$ cat src/design/vso_pkg.sv
// Constants, register map and field layout for the scroll and overlay control block
// Operation
// - The horizontal scroll step is signed, from -60 to +60 samples, in steps of four.
// - The vertical scroll step is signed, from -15 to +15 lines, in steps of one.
// - The scroll period is 1 to 16 frames and one scroll event occurs per elapsed period.
// - Each scroll event adds the horizontal and vertical steps to the picture displacement.
// - Scrolling moves only the active picture and leaves blanking and sync untouched.
// - With random scroll on the displacement moves by random steps, otherwise by the steps.
// - Blink off shows the overlay steadily, fast toggles every 0.5 s, slow every 1.0 s.
// - Exactly one overlay kind is chosen at a time: logo, identification text or circle.
// - Output timing is shifted by a programmable offset against the frame reset reference.
// - Each of the three output channels has its own enable and a disabled one carries nothing.
// - The horizontal offset spans minus one to plus one line in steps of one sample clock.
// - The vertical offset spans minus one to plus one frame in steps of one line.
package vso_pkg;
  localparam int CLK_KHZ = 125000;
  localparam int FAST_MS = 500;
  localparam int SLOW_MS = 1000;
  localparam int FAST_CYC = FAST_MS * CLK_KHZ;
  localparam int SLOW_CYC = SLOW_MS * CLK_KHZ;
  localparam int H_TOTAL = 858;
  localparam int V_TOTAL = 525;
  localparam int H_ACT_START = 138;
  localparam int V_ACT_START = 39;
  localparam int ACT_W = 720;
  localparam int ACT_H = 486;
  localparam int HSTEP_MAX = 60;
  localparam int VSTEP_MAX = 15;
  localparam int PERIOD_MIN = 1;
  localparam int PERIOD_MAX = 16;
  localparam logic [7:0] A_SCROLL = 8'h00;
  localparam logic [7:0] A_OVERLAY = 8'h04;
  localparam logic [7:0] A_TIMING = 8'h08;
  localparam logic [7:0] A_CHAN = 8'h0C;
  localparam logic [7:0] A_STATUS = 8'h10;
  localparam int F_VSTEP = 8;
  localparam int F_PERIOD = 16;
  localparam int F_RANDOM = 24;
  localparam int F_BLINK = 4;
  localparam int F_OVL_EN = 8;
  localparam int F_VOFF = 16;
  localparam logic [4:0] PERIOD_RST = 5'h01;
  localparam logic [2:0] CHAN_RST = 3'h7;
  typedef enum logic [2:0] {
    VSO_LOGO = 3'b001,
    VSO_TEXT = 3'b010,
    VSO_CIRCLE = 3'b100
  } vso_kind_t;
  typedef enum logic [1:0] {
    VSO_BLINK_OFF = 2'h0,
    VSO_BLINK_FAST = 2'h1,
    VSO_BLINK_SLOW = 2'h2
  } vso_blink_t;
endpackage : vso_pkg

$ cat src/design/vso_top.sv
// Scroll, blink, timing offset and channel gating for a test pattern output path
//
// Added by the designer: the register addresses and the AHB-Lite interface to the registers.
module vso_top #(
  parameter int FAST_CYCLES = vso_pkg::FAST_CYC,
  parameter int SLOW_CYCLES = vso_pkg::SLOW_CYC
) (
  input wire logic REF_CLK_IN,                  // Sample clock
  input wire logic RESETN_IN,                   // Async reset, active low
  input wire logic CE_IN,                       // Clock enable, freezes state when low
  input wire logic HSEL_IN,                     // AHB select
  input wire logic [31:0] HADDR_IN,             // AHB address
  input wire logic [1:0] HTRANS_IN,             // AHB transfer type
  input wire logic HWRITE_IN,                   // AHB write
  input wire logic [2:0] HSIZE_IN,              // AHB size
  input wire logic [31:0] HWDATA_IN,            // AHB write data
  input wire logic HREADY_IN,                   // AHB ready in
  output logic [31:0] HRDATA_OUT,               // AHB read data
  output logic HREADYOUT_OUT,                   // AHB ready out
  output logic HRESP_OUT,                       // AHB response, always OKAY
  input wire logic FRAME_RST_IN,                // Frame reset reference pin
  input wire logic [29:0] CH_DATA_IN,           // Three 10-bit channel samples
  output logic [29:0] CH_DATA_OUT,              // Gated channel samples
  output logic [11:0] H_POS_OUT,                // Output sample position
  output logic [11:0] V_POS_OUT,                // Output line position
  output logic ACTIVE_OUT,                      // Active picture flag
  output logic [11:0] SRC_X_OUT,                // Scrolled picture column
  output logic [11:0] SRC_Y_OUT,                // Scrolled picture row
  output logic OVL_SHOW_OUT,                    // Overlay visible now
  output vso_pkg::vso_kind_t OVL_KIND_OUT       // Selected overlay kind
);
  import vso_pkg::*;

  logic signed [7:0] hstep_q;
  logic signed [4:0] vstep_q;
  logic [4:0] period_q;
  logic rand_q;
  vso_kind_t kind_q;
  vso_blink_t blink_q;
  logic ovl_en_q;
  logic signed [15:0] hoff_q;
  logic signed [15:0] voff_q;
  logic [2:0] chan_q;
  logic pend_q;
  logic pend_wr_q;
  logic [7:0] pend_addr_q;
  logic [2:0] sync_q;
  logic lvl_q;
  logic frame_ev;
  logic [11:0] h_q;
  logic [11:0] v_q;
  logic frame_tick;
  logic [4:0] fcnt_q;
  logic scroll_ev;
  logic [15:0] lfsr_q;
  logic signed [7:0] rnd_h;
  logic signed [4:0] rnd_v;
  logic signed [7:0] step_h;
  logic signed [4:0] step_v;
  logic [11:0] disp_h_q;
  logic [11:0] disp_v_q;
  logic [31:0] bcnt_q;
  logic phase_q;
  logic [31:0] blink_lim;
  logic act;

  function automatic logic [11:0] wrap(input logic signed [13:0] x, input logic [11:0] n);
    logic signed [13:0] m;
    m = $signed({2'b00, n});
    if (x < 14'sh0) begin
      wrap = 12'(x + m);
    end else if (x >= m) begin
      wrap = 12'(x - m);
    end else begin
      wrap = 12'(x);
    end
  endfunction : wrap

  function automatic logic signed [15:0] clamp(input logic signed [15:0] x,
                                               input logic signed [15:0] lim);
    if (x > lim) begin
      clamp = lim;
    end else if (x < -lim) begin
      clamp = -lim;
    end else begin
      clamp = x;
    end
  endfunction : clamp

  // AHB-Lite slave: zero wait states; the whole bus stalls while the clock enable is low
  assign HREADYOUT_OUT = CE_IN;
  assign HRESP_OUT = 1'b0;

  always_ff @(posedge REF_CLK_IN or negedge RESETN_IN) begin
    if (!RESETN_IN) begin
      pend_q <= 1'b0;
      pend_wr_q <= 1'b0;
      pend_addr_q <= 8'h00;
    end else if (CE_IN) begin
      pend_q <= HSEL_IN & HREADY_IN & HTRANS_IN[1] & (HSIZE_IN == 3'h2);
      pend_wr_q <= HWRITE_IN;
      pend_addr_q <= HADDR_IN[7:0];
    end
  end

  always_ff @(posedge REF_CLK_IN or negedge RESETN_IN) begin
    if (!RESETN_IN) begin
      HRDATA_OUT <= 32'h0;
    end else if (CE_IN) begin
      HRDATA_OUT <= 32'h0;
      if (HSEL_IN & HREADY_IN & HTRANS_IN[1] & ~HWRITE_IN) begin
        if (HADDR_IN[7:0] == A_SCROLL) begin
          HRDATA_OUT <= {7'h0, rand_q, 3'h0, period_q, 3'h0, vstep_q, hstep_q};
        end else if (HADDR_IN[7:0] == A_OVERLAY) begin
          HRDATA_OUT <= {23'h0, ovl_en_q, 2'h0, blink_q, 1'b0, kind_q};
        end else if (HADDR_IN[7:0] == A_TIMING) begin
          HRDATA_OUT <= {voff_q, hoff_q};
        end else if (HADDR_IN[7:0] == A_CHAN) begin
          HRDATA_OUT <= {29'h0, chan_q};
        end else if (HADDR_IN[7:0] == A_STATUS) begin
          HRDATA_OUT <= {3'h0, phase_q, disp_v_q, 4'h0, disp_h_q};
        end
      end
    end
  end

  // Scroll and timing writes are clamped into the legal ranges; illegal overlay kind and blink values are ignored
  always_ff @(posedge REF_CLK_IN or negedge RESETN_IN) begin
    if (!RESETN_IN) begin
      hstep_q <= 8'sh0;
      vstep_q <= 5'sh0;
      period_q <= PERIOD_RST;
      rand_q <= 1'b0;
      kind_q <= VSO_LOGO;
      blink_q <= VSO_BLINK_OFF;
      ovl_en_q <= 1'b0;
      hoff_q <= 16'sh0;
      voff_q <= 16'sh0;
      chan_q <= CHAN_RST;
    end else if (CE_IN && pend_q && pend_wr_q) begin
      if (pend_addr_q == A_SCROLL) begin
        hstep_q <= 8'(clamp(16'(signed'(HWDATA_IN[7:0])), 16'(HSTEP_MAX)) & ~16'sh3);
        vstep_q <= 5'(clamp(16'(signed'(HWDATA_IN[F_VSTEP+:5])), 16'(VSTEP_MAX)));
        if (HWDATA_IN[F_PERIOD+:5] < 5'(PERIOD_MIN)) begin
          period_q <= 5'(PERIOD_MIN);
        end else if (HWDATA_IN[F_PERIOD+:5] > 5'(PERIOD_MAX)) begin
          period_q <= 5'(PERIOD_MAX);
        end else begin
          period_q <= HWDATA_IN[F_PERIOD+:5];
        end
        rand_q <= HWDATA_IN[F_RANDOM];
      end else if (pend_addr_q == A_OVERLAY) begin
        if ($onehot(HWDATA_IN[2:0])) begin
          kind_q <= vso_kind_t'(HWDATA_IN[2:0]);
        end
        if (HWDATA_IN[F_BLINK+:2] != 2'h3) begin
          blink_q <= vso_blink_t'(HWDATA_IN[F_BLINK+:2]);
        end
        ovl_en_q <= HWDATA_IN[F_OVL_EN];
      end else if (pend_addr_q == A_TIMING) begin
        hoff_q <= clamp(signed'(HWDATA_IN[15:0]), 16'(H_TOTAL));
        voff_q <= clamp(signed'(HWDATA_IN[F_VOFF+:16]), 16'(V_TOTAL));
      end else if (pend_addr_q == A_CHAN) begin
        chan_q <= HWDATA_IN[2:0];
      end
    end
  end

  // Frame reset pin: three stages, a rise counts once stages two and three agree
  always_ff @(posedge REF_CLK_IN or negedge RESETN_IN) begin
    if (!RESETN_IN) begin
      sync_q <= 3'h0;
      lvl_q <= 1'b0;
    end else if (CE_IN) begin
      sync_q <= {sync_q[1:0], FRAME_RST_IN};
      if (sync_q[1] == sync_q[2]) begin
        lvl_q <= sync_q[2];
      end
    end
  end
  assign frame_ev = (sync_q[1] == sync_q[2]) & sync_q[2] & ~lvl_q;

  // Output counters realign on each reference so that output lags it by the offset
  logic signed [13:0] hs;
  logic [11:0] h_start;
  logic signed [13:0] v_start_raw;
  assign hs = -14'(hoff_q);
  assign h_start = wrap(hs, 12'(H_TOTAL));
  assign v_start_raw = -14'(voff_q)
                     + ((hs < 14'sh0) ? -14'sh1 : (hs >= 14'(H_TOTAL)) ? 14'sh1 : 14'sh0);
  always_ff @(posedge REF_CLK_IN or negedge RESETN_IN) begin
    if (!RESETN_IN) begin
      h_q <= 12'h0;
      v_q <= 12'h0;
    end else if (CE_IN) begin
      if (frame_ev) begin
        h_q <= h_start;
        v_q <= wrap(v_start_raw, 12'(V_TOTAL));
      end else if (h_q == 12'(H_TOTAL - 1)) begin
        h_q <= 12'h0;
        v_q <= (v_q == 12'(V_TOTAL - 1)) ? 12'h0 : v_q + 12'h1;
      end else begin
        h_q <= h_q + 12'h1;
      end
    end
  end
  assign frame_tick = ~frame_ev & (h_q == 12'(H_TOTAL - 1)) & (v_q == 12'(V_TOTAL - 1));

  // Scroll period counter
  always_ff @(posedge REF_CLK_IN or negedge RESETN_IN) begin
    if (!RESETN_IN) begin
      fcnt_q <= 5'h0;
    end else if (CE_IN && frame_tick) begin
      fcnt_q <= scroll_ev ? 5'h0 : fcnt_q + 5'h1;
    end
  end
  assign scroll_ev = frame_tick & (fcnt_q + 5'h1 >= period_q);

  always_ff @(posedge REF_CLK_IN or negedge RESETN_IN) begin
    if (!RESETN_IN) begin
      lfsr_q <= 16'hACE1;
    end else if (CE_IN) begin
      lfsr_q <= {lfsr_q[14:0], lfsr_q[15] ^ lfsr_q[13] ^ lfsr_q[12] ^ lfsr_q[10]};
    end
  end
  assign rnd_h = 8'(clamp(16'(signed'({lfsr_q[4:0], 2'b00})), 16'(HSTEP_MAX)));
  assign rnd_v = 5'(clamp(16'(signed'(lfsr_q[12:8])), 16'(VSTEP_MAX)));
  assign step_h = rand_q ? rnd_h : hstep_q;
  assign step_v = rand_q ? rnd_v : vstep_q;

  always_ff @(posedge REF_CLK_IN or negedge RESETN_IN) begin
    if (!RESETN_IN) begin
      disp_h_q <= 12'h0;
      disp_v_q <= 12'h0;
    end else if (CE_IN && scroll_ev) begin
      disp_h_q <= wrap(14'(disp_h_q) + 14'(step_h), 12'(ACT_W));
      disp_v_q <= wrap(14'(disp_v_q) + 14'(step_v), 12'(ACT_H));
    end
  end

  // Picture coordinates and gated channel data
  assign act = (h_q >= 12'(H_ACT_START)) & (h_q < 12'(H_ACT_START + ACT_W))
             & (v_q >= 12'(V_ACT_START)) & (v_q < 12'(V_ACT_START + ACT_H));

  always_ff @(posedge REF_CLK_IN or negedge RESETN_IN) begin
    if (!RESETN_IN) begin
      H_POS_OUT <= 12'h0;
      V_POS_OUT <= 12'h0;
      ACTIVE_OUT <= 1'b0;
      SRC_X_OUT <= 12'h0;
      SRC_Y_OUT <= 12'h0;
      CH_DATA_OUT <= 30'h0;
    end else if (CE_IN) begin
      H_POS_OUT <= h_q;
      V_POS_OUT <= v_q;
      ACTIVE_OUT <= act;
      if (act) begin
        SRC_X_OUT <= wrap(14'(h_q) - 14'(H_ACT_START) - 14'(disp_h_q), 12'(ACT_W));
        SRC_Y_OUT <= wrap(14'(v_q) - 14'(V_ACT_START) - 14'(disp_v_q), 12'(ACT_H));
      end else begin
        SRC_X_OUT <= h_q;
        SRC_Y_OUT <= v_q;
      end
      for (int i = 0; i < 3; i++) begin
        CH_DATA_OUT[i*10+:10] <= chan_q[i] ? CH_DATA_IN[i*10+:10] : 10'h0;
      end
    end
  end

  // Blink timer
  assign blink_lim = (blink_q == VSO_BLINK_FAST) ? 32'(FAST_CYCLES - 1) : 32'(SLOW_CYCLES - 1);

  always_ff @(posedge REF_CLK_IN or negedge RESETN_IN) begin
    if (!RESETN_IN) begin
      bcnt_q <= 32'h0;
      phase_q <= 1'b1;
    end else if (CE_IN) begin
      if (blink_q == VSO_BLINK_OFF) begin
        bcnt_q <= 32'h0;
        phase_q <= 1'b1;
      end else if (bcnt_q >= blink_lim) begin
        bcnt_q <= 32'h0;
        phase_q <= ~phase_q;
      end else begin
        bcnt_q <= bcnt_q + 32'h1;
      end
    end
  end

  always_ff @(posedge REF_CLK_IN or negedge RESETN_IN) begin
    if (!RESETN_IN) begin
      OVL_SHOW_OUT <= 1'b0;
      OVL_KIND_OUT <= VSO_LOGO;
    end else if (CE_IN) begin
      OVL_SHOW_OUT <= ovl_en_q & phase_q;
      OVL_KIND_OUT <= kind_q;
    end
  end
endmodule : vso_top

$ cat config.mk
export PLATFORM = sky130hd
export DESIGN_NAME = vso_top
export DESIGN_NICKNAME = d
export VERILOG_FILES = /design/src/design/vso_pkg.sv /design/src/design/vso_top.sv
export SDC_FILE = /design/constraint.sdc
export NUM_CORES = 1
export LEC_CHECK = 0
export BUFFER_PORTS_ARGS = -buffer_cell sky130_fd_sc_hd__buf_2
export CAP_MARGIN = 20
export CORE_MARGIN = 1.5
export CORE_UTILIZATION = 34
export DETAILED_ROUTE_END_ITERATION = 10
export PLACE_DENSITY = 0.53
export SYNTH_ARGS = -nofsm -noshare
export SYNTH_HDL_FRONTEND = slang
export SYNTH_SLANG_ARGS = --single-unit
$ cat constraint.sdc
create_clock -name REF_CLK_IN -period 7.55 [get_ports REF_CLK_IN]
set_clock_uncertainty 0.2 [all_clocks]
set_input_delay 0 -clock REF_CLK_IN [delete_from_list [all_inputs] [get_ports REF_CLK_IN]]
set_output_delay 0 -clock REF_CLK_IN [all_outputs]
set_load 0.01 [all_outputs]
# [Word-level counts from Yosys, hierarchy flattened]
# Index checks and enable logic that the tools add are counted.
# Widths: inputs -> output; s select.
[word_totals] latch_bits=0 n_memories=0 ram_bits=0 input_bits=106 rom_bits=0 word_cells=198 register_bits=289 out_inout_bits=117
[classes] eq_ne=14 mul=0 magnitude_cmp=32 mux=52 reduce_logical=18 shift=0 div_mod_pow=0 n_addsub=27 bitwise=23
[ops] op="$mux 12" count=19
[ops] op="$mux 32" count=6
[ops] op="$lt 14x1->1 const B" count=6
[ops] op="$mux 16" count=4
[ops] op="$mux 29" count=2
[ops] op="$ge 14x11->1 const B" count=4
[ops] op="$add 12x11->12 const B" count=4
[ops] op="$sub 12x11->12 const B" count=4
[ops] op="$mux 5" count=8
[ops] op="$mux 8" count=5
[ops] op="$add 32x1->32 const B" count=1
[ops] op="$eq 8x4->1 const B" count=4
[ops] op="$ge 32x27->1" count=1
[ops] op="$gt 16x11->1 const B" count=2
[ops] op="$lt 16x11->1 const B" count=2
[ops] op="$mux 10" count=3
[ops] op="$ge 14x10->1 const B" count=2
[ops] op="$neg 14->14" count=2
[ops] op="$sub 13x13->14" count=2
[ops] op="$mux 27" count=1
[ops] op="$add 12x1->12 const B" count=2
[ops] op="$add 12x10->12 const B" count=2
[ops] op="$eq 12x10->1 const B" count=2
[ops] op="$lt 12x10->1 const B" count=2
[ops] op="38 further kinds" count=76

# [Longest topological paths before layout]
[depth] word_depth=9 ltp_mapped=23 ltp_nobuf=21

# [Worst setup path after synthesis]
# Ideal clock, no wire load.
[synth_timing] kind="reg-to-reg" from="register hoff_q[0]" to="register v_q[4]" t_arrival_ns=5.492 required_ns=7.267 path_slack_ns=1.775 period_less_slack_ns=5.775 stages_incl_launch_ff=24 path_cell_list="dfrtp_1 inv_1 ha_1 or4b_2 clkbuf_1 nor4_1 o21ai_0 a21oi_1 o32ai_1 or2_1 buf_6 inv_2 ha_1 inv_1 fa_1 a211o_1 nand4_1 o2111ai_1 a211o_1 o311a_1 o32ai_1 o22ai_1 xnor2_1 o21ai_0"
[synth_between] elab_chain_len=9
[synth_rtl] element="start, declared" line_no="vso_top.sv:41" rtl="logic signed [15:0] hoff_q;"
[synth_rtl] element="start signal, assigned" line_no="vso_top.sv:161" rtl="hoff_q <= clamp(signed'(HWDATA_IN[15:0]), 16'(H_TOTAL));"
[synth_rtl] element="$neg 14->14 *" line_no="vso_top.sv:187" rtl="assign hs = -14'(hoff_q);"
[synth_rtl] element="$ge 14x11->1" line_no="vso_top.sv:190" rtl="+ ((hs < 14'sh0) ? -14'sh1 : (hs >= 14'(H_TOTAL)) ? 14'sh1 : 14'sh0);"
[synth_rtl] element="$mux 1" line_no="vso_top.sv:190"
[synth_rtl] element="$mux 14 *" line_no="vso_top.sv:190"
[synth_rtl] element="$add 14x14->14 *" line_no="vso_top.sv:190"
[synth_rtl] element="$sub 12x11->12 or $ge 14x11->1 (tied branches)" line_no="vso_top.sv:73, vso_top.sv:72"
[synth_rtl] element="$mux 12" line_no="vso_top.sv:72" rtl="end else if (x >= m) begin"
[synth_rtl] element="$mux 12 *" line_no="vso_top.sv:70" rtl="if (x < 14'sh0) begin"
[synth_rtl] element="$mux 12 *" line_no="vso_top.sv:196" rtl="if (frame_ev) begin"
[synth_rtl] element="end signal, assigned" line_no="vso_top.sv:198" rtl="v_q <= wrap(v_start_raw, 12'(V_TOTAL));"
[synth_rtl] element="end signal, assigned" line_no="vso_top.sv:201" rtl="v_q <= (v_q == 12'(V_TOTAL - 1)) ? 12'h0 : v_q + 12'h1;"
[synth_rtl] element="end, declared" line_no="vso_top.sv:51" rtl="logic [11:0] v_q;"
# Every way passes the cells marked *; elsewhere a longest branch is shown, timed or not.
# A chain may end at the register's enable or synchronous reset.

# [Worst setup path in the final report]
[layout_timing] from="register hoff_q[0]" to="register v_q[11]"
# The elaborated chain is that of the path after synthesis.

==> flow_summary.ini <==
[run_status]
status = finished, violations left
violations = DRC

[synth]
syn_area_um2 = 20400
synth_fa_ha_area_share_pct = 7.55
ys_seq_area_share_pct = 35.2
avgSynthCellArea_um2 = 8.54
ys_ff_latch = 286
async_flop_share_pct = 100
syn_nets = 2613
yosys.area_share.simple_pct = 19.4
synth_cell_type_count = 96
synth_xor_area_share_pct = 5.63
synth_cells = 2387
yosysWarnings = 0
synth_top_family_by_area = compound AO/OA/AOI/OAI gates
synth_edf_count = 0
yosys_most_used_dff = dfrtp_1
synth_mux_area_share_pct = 3.60
synth_compound_gate_area_share_pct = 22.9

[die]
die-width_um = 248
start_util_pct = 34.5
ios = 223
dieArea_um2 = 61400
core-area_um2 = 59100
rows = 89
die_h_um = 248

[sta]
finalHoldViolations = 0
worst_slew_pin_slew_ns = 1.10
max_slew_margin_pct = 26.4
max_freq_mhz = 153
rsz0062_at_grt = no
finalSetupViolCount = 0
period_minus_slack_ns = 6.55
period_share_pct = 86.8
setup_tns_ns = 0
slew_viol_final = 0

[cts]
cts_resized = 0
clockBufferDepth = 3
cts_sinks = 286
cts_root_buffer = clkbuf_16
cts_buffers = 37
clock_latency_ns = 0.56
htree_num_levels = 2
cts_tree = built
path_clk_slew_ns = 0.06

[route]
detail-route-antenna-nets = 0
drtPass1Iterations = 10
vias_per_cell = 5.53
wl_um = 66900
drt_iter0_markers = 1470
drt-wirelength-per-cell_um = 19.4
drc_errors = 17
vias = 19100

[worst_setup_path]
cp.required_ns = 7.79
cp_num_buf_inv = 3
crit_chain = inv_1 > ha_1 > or4b_2 > nor4_1 > o21ai_0 > a21oi_1 > o32ai_1 > or2_1 > inv_2 > ha_1 > inv_1 > fa_1 > a211o_1 > a21oi_1 > o21a_1 > xor2_1 > o21ai_0 > o32a_4 > a32oi_2 > xnor2_1 > a211o_1
arrival_ns = 6.79
crit_type = reg2reg
slowest_delay_ns = 0.71
cp-start-kind = register
critPathTopFamily = compound AO/OA/AOI/OAI gates
cp_slowest_cell = or4b_2
cp_max_fo = 10
endpoint_kind = register

[cells_and_area]
antennaDiodeCount = 0
drive_gt1_share_pct = 14.6
layout.nets = 2877
syn_to_final_growth_pct = 21.0
stdcell_area_um2 = 24700

[global_routing]
grt_max_degree = 131
antenna_found_initial = 0
grt_pass1_vias = 18200
grt-ovfl-total = 0
track_usage_pct = 21.4
grt_pass1_wl_um = 104000

[place]
gp_congestion = 0.869
io_buffer_count = 196
placed_cell_area_um2 = 22000
dpl.hpwl_um = 49300

[power_and_ir_drop]
leakagePower_nw = 10.8
peakVddDrop_mv = 0.187
power_density_nw_per_um2 = 345

[min_path]
hp-class = in2reg

[job]
cap_violations = 0
-- where the power goes --
group / switching [mW] / internal, mW
registers: 0.277 / 1.75
logic: 2.77 / 1.89
clock network: 0.715 / 1.10
-- cells in the final DEF, fill, tap and decap left out, types with 15 or more instances in the layout --
| cell type | synthesis | final |
|---|---|---|
| a211oi_1 | 29 | 29 |
| a21o_1 | 27 | 27 |
| a21oi_1 | 117 | 117 |
| a22oi_1 | 22 | 22 |
| a31oi_1 | 16 | 16 |
| and2_1 | 15 | 15 |
| and3_1 | 29 | 29 |
| buf_2 | 9 | 194 |
| buf_4 | 3 | 18 |
| clkbuf_16 | 0 | 39 |
| dfrtp_1 | 271 | 271 |
| dfstp_2 | 15 | 15 |
| dlygate4sd3_1 | 0 | 135 |
| ha_1 | 115 | 115 |
| inv_1 | 167 | 166 |
| mux2_2 | 50 | 50 |
| mux2i_1 | 17 | 17 |
| nand2_1 | 190 | 190 |
| nand2b_1 | 29 | 29 |
| nand3_1 | 93 | 93 |
| nand3b_1 | 16 | 16 |
| nand4_1 | 27 | 27 |
| nor2_1 | 172 | 169 |
| nor2b_1 | 18 | 18 |
| nor3_1 | 62 | 61 |
| nor3b_1 | 17 | 16 |
| nor4_1 | 26 | 26 |
| o211ai_1 | 21 | 21 |
| o21a_1 | 17 | 17 |
| o21ai_0 | 217 | 217 |
| o22ai_1 | 32 | 32 |
| o2bb2ai_1 | 18 | 18 |
| o31ai_1 | 27 | 27 |
| or3_1 | 34 | 34 |
| or4_1 | 15 | 15 |
| xnor2_1 | 82 | 82 |
| xor2_1 | 47 | 47 |
-- flip-flops by register name, indices dropped and copies added (netlist names), 5 cells and up --
signal	count
HRDATA_OUT	32
bcnt_q	32
CH_DATA_OUT	30
hoff_q	16
lfsr_q	16
voff_q	16
H_POS_OUT	12
SRC_Y_OUT	12
V_POS_OUT	12
disp_v_q	12
h_q	12
v_q	12
SRC_X_OUT	11
disp_h_q	10
pend_addr_q	8
hstep_q	6
fcnt_q	5
period_q	5
vstep_q	5
-- metrics by stage --
step / utilization (%) / setup WS [ns] / power (mW) / cells / hold WS [ns]
floorplan: - / 1.78 / 5.50 / 2387 / -0.496
global placement: 37.2 / 1.27 / 6.55 / 3247 / -0.0499
detailed placement: 37.2 / 1.12 / 6.61 / 3247 / -0.0512
CTS: 41.6 / 1.08 / 8.51 / 3449 / 0.00135
global route: 41.7 / 0.430 / 9.18 / 3451 / 0.0562
finish: 41.7 / 0.997 / 8.50 / 3451 / 0.0405
-- layer usage --
layer	vias to the layer above	track usage [%]	routed length, um
li1	9233	-	-
met2	519	34.7	30600
met4	0	6.15	1570
met1	9257	29.9	31700
met3	78	2.39	3050
met5	-	0	0
-- kinds of logic after synthesis --
family          count (synthesis)
simple gates                  784
compound gates                703
buf+inv                       296
flops                         286
xor+xnor                      130
fa+ha+maj                     120
mux                            67
other cells                     1
-- path summary, 6_finish.rpt --
| kind | startpoint | endpoint | slack (ns) | cells after the start |
|---|---|---|---|---|
| max | hoff_q[0] | v_q[11] | 1.0 | 21 |
| min reg2reg | SRC_Y_OUT[4] | SRC_Y_OUT[4] | 0.29 | 1 |
| min in group asynchronous | RESETN_IN | kind_q[0] | 0.40 | 3 |
| min | CH_DATA_IN[12] | CH_DATA_OUT[12] | 0.04 | 4 |
| max reg2reg | hoff_q[0] | v_q[11] | 1.0 | 21 |
| max in group asynchronous | RESETN_IN | voff_q[0] | 6.00 | 4 |
-- area by class of cell --
cell class | instances | area [um2]
multi-input cells | 1805 | 12100
clock inverters | 13 | 131
well taps | 773 | 967
flip-flops and latches | 286 | 7180
clock buffers | 53 | 1120
inverters | 169 | 634
repair buffers | 352 | 2560
fillers | 5846 | 34500
-- what timing repair did --
action / in CTS / in global routing
endpoints found under the hold margin: 251 / 0
hold buffers: 136 / 0
buffers inserted: 0 / 0
-- worst register-to-register path: cells and delay by family, from the launching register on --
| family | cells | cell delay (ns) |
|---|---|---|
| AO/OA/AOI/OAI | 10 | 2.44 |
| AND/OR/NAND/NOR | 3 | 1.45 |
| adder cells (fa/ha/maj) | 3 | 0.90 |
| XOR/XNOR | 2 | 0.58 |
| flip-flops | 1 | 0.46 |
| buffers and inverters | 3 | 0.38 |
-- synthesized netlist by cell type (47+ instances only) --
library cell | n | share of area (%)
nor3_1 | 62 | 1.5
nand3_1 | 93 | 2.3
mux2_2 | 50 | 2.8
nand2_1 | 190 | 3.5
xor2_1 | 47 | 2.0
a21oi_1 | 117 | 2.9
ha_1 | 115 | 7.1
o21ai_0 | 217 | 5.3
dfrtp_1 | 271 | 33
inv_1 | 167 | 3.1
nor2_1 | 172 | 3.2
xnor2_1 | 82 | 3.5
clkbuf_1 | 102 | 1.9
No activity file was read; power rests on OpenSTA's default activity.
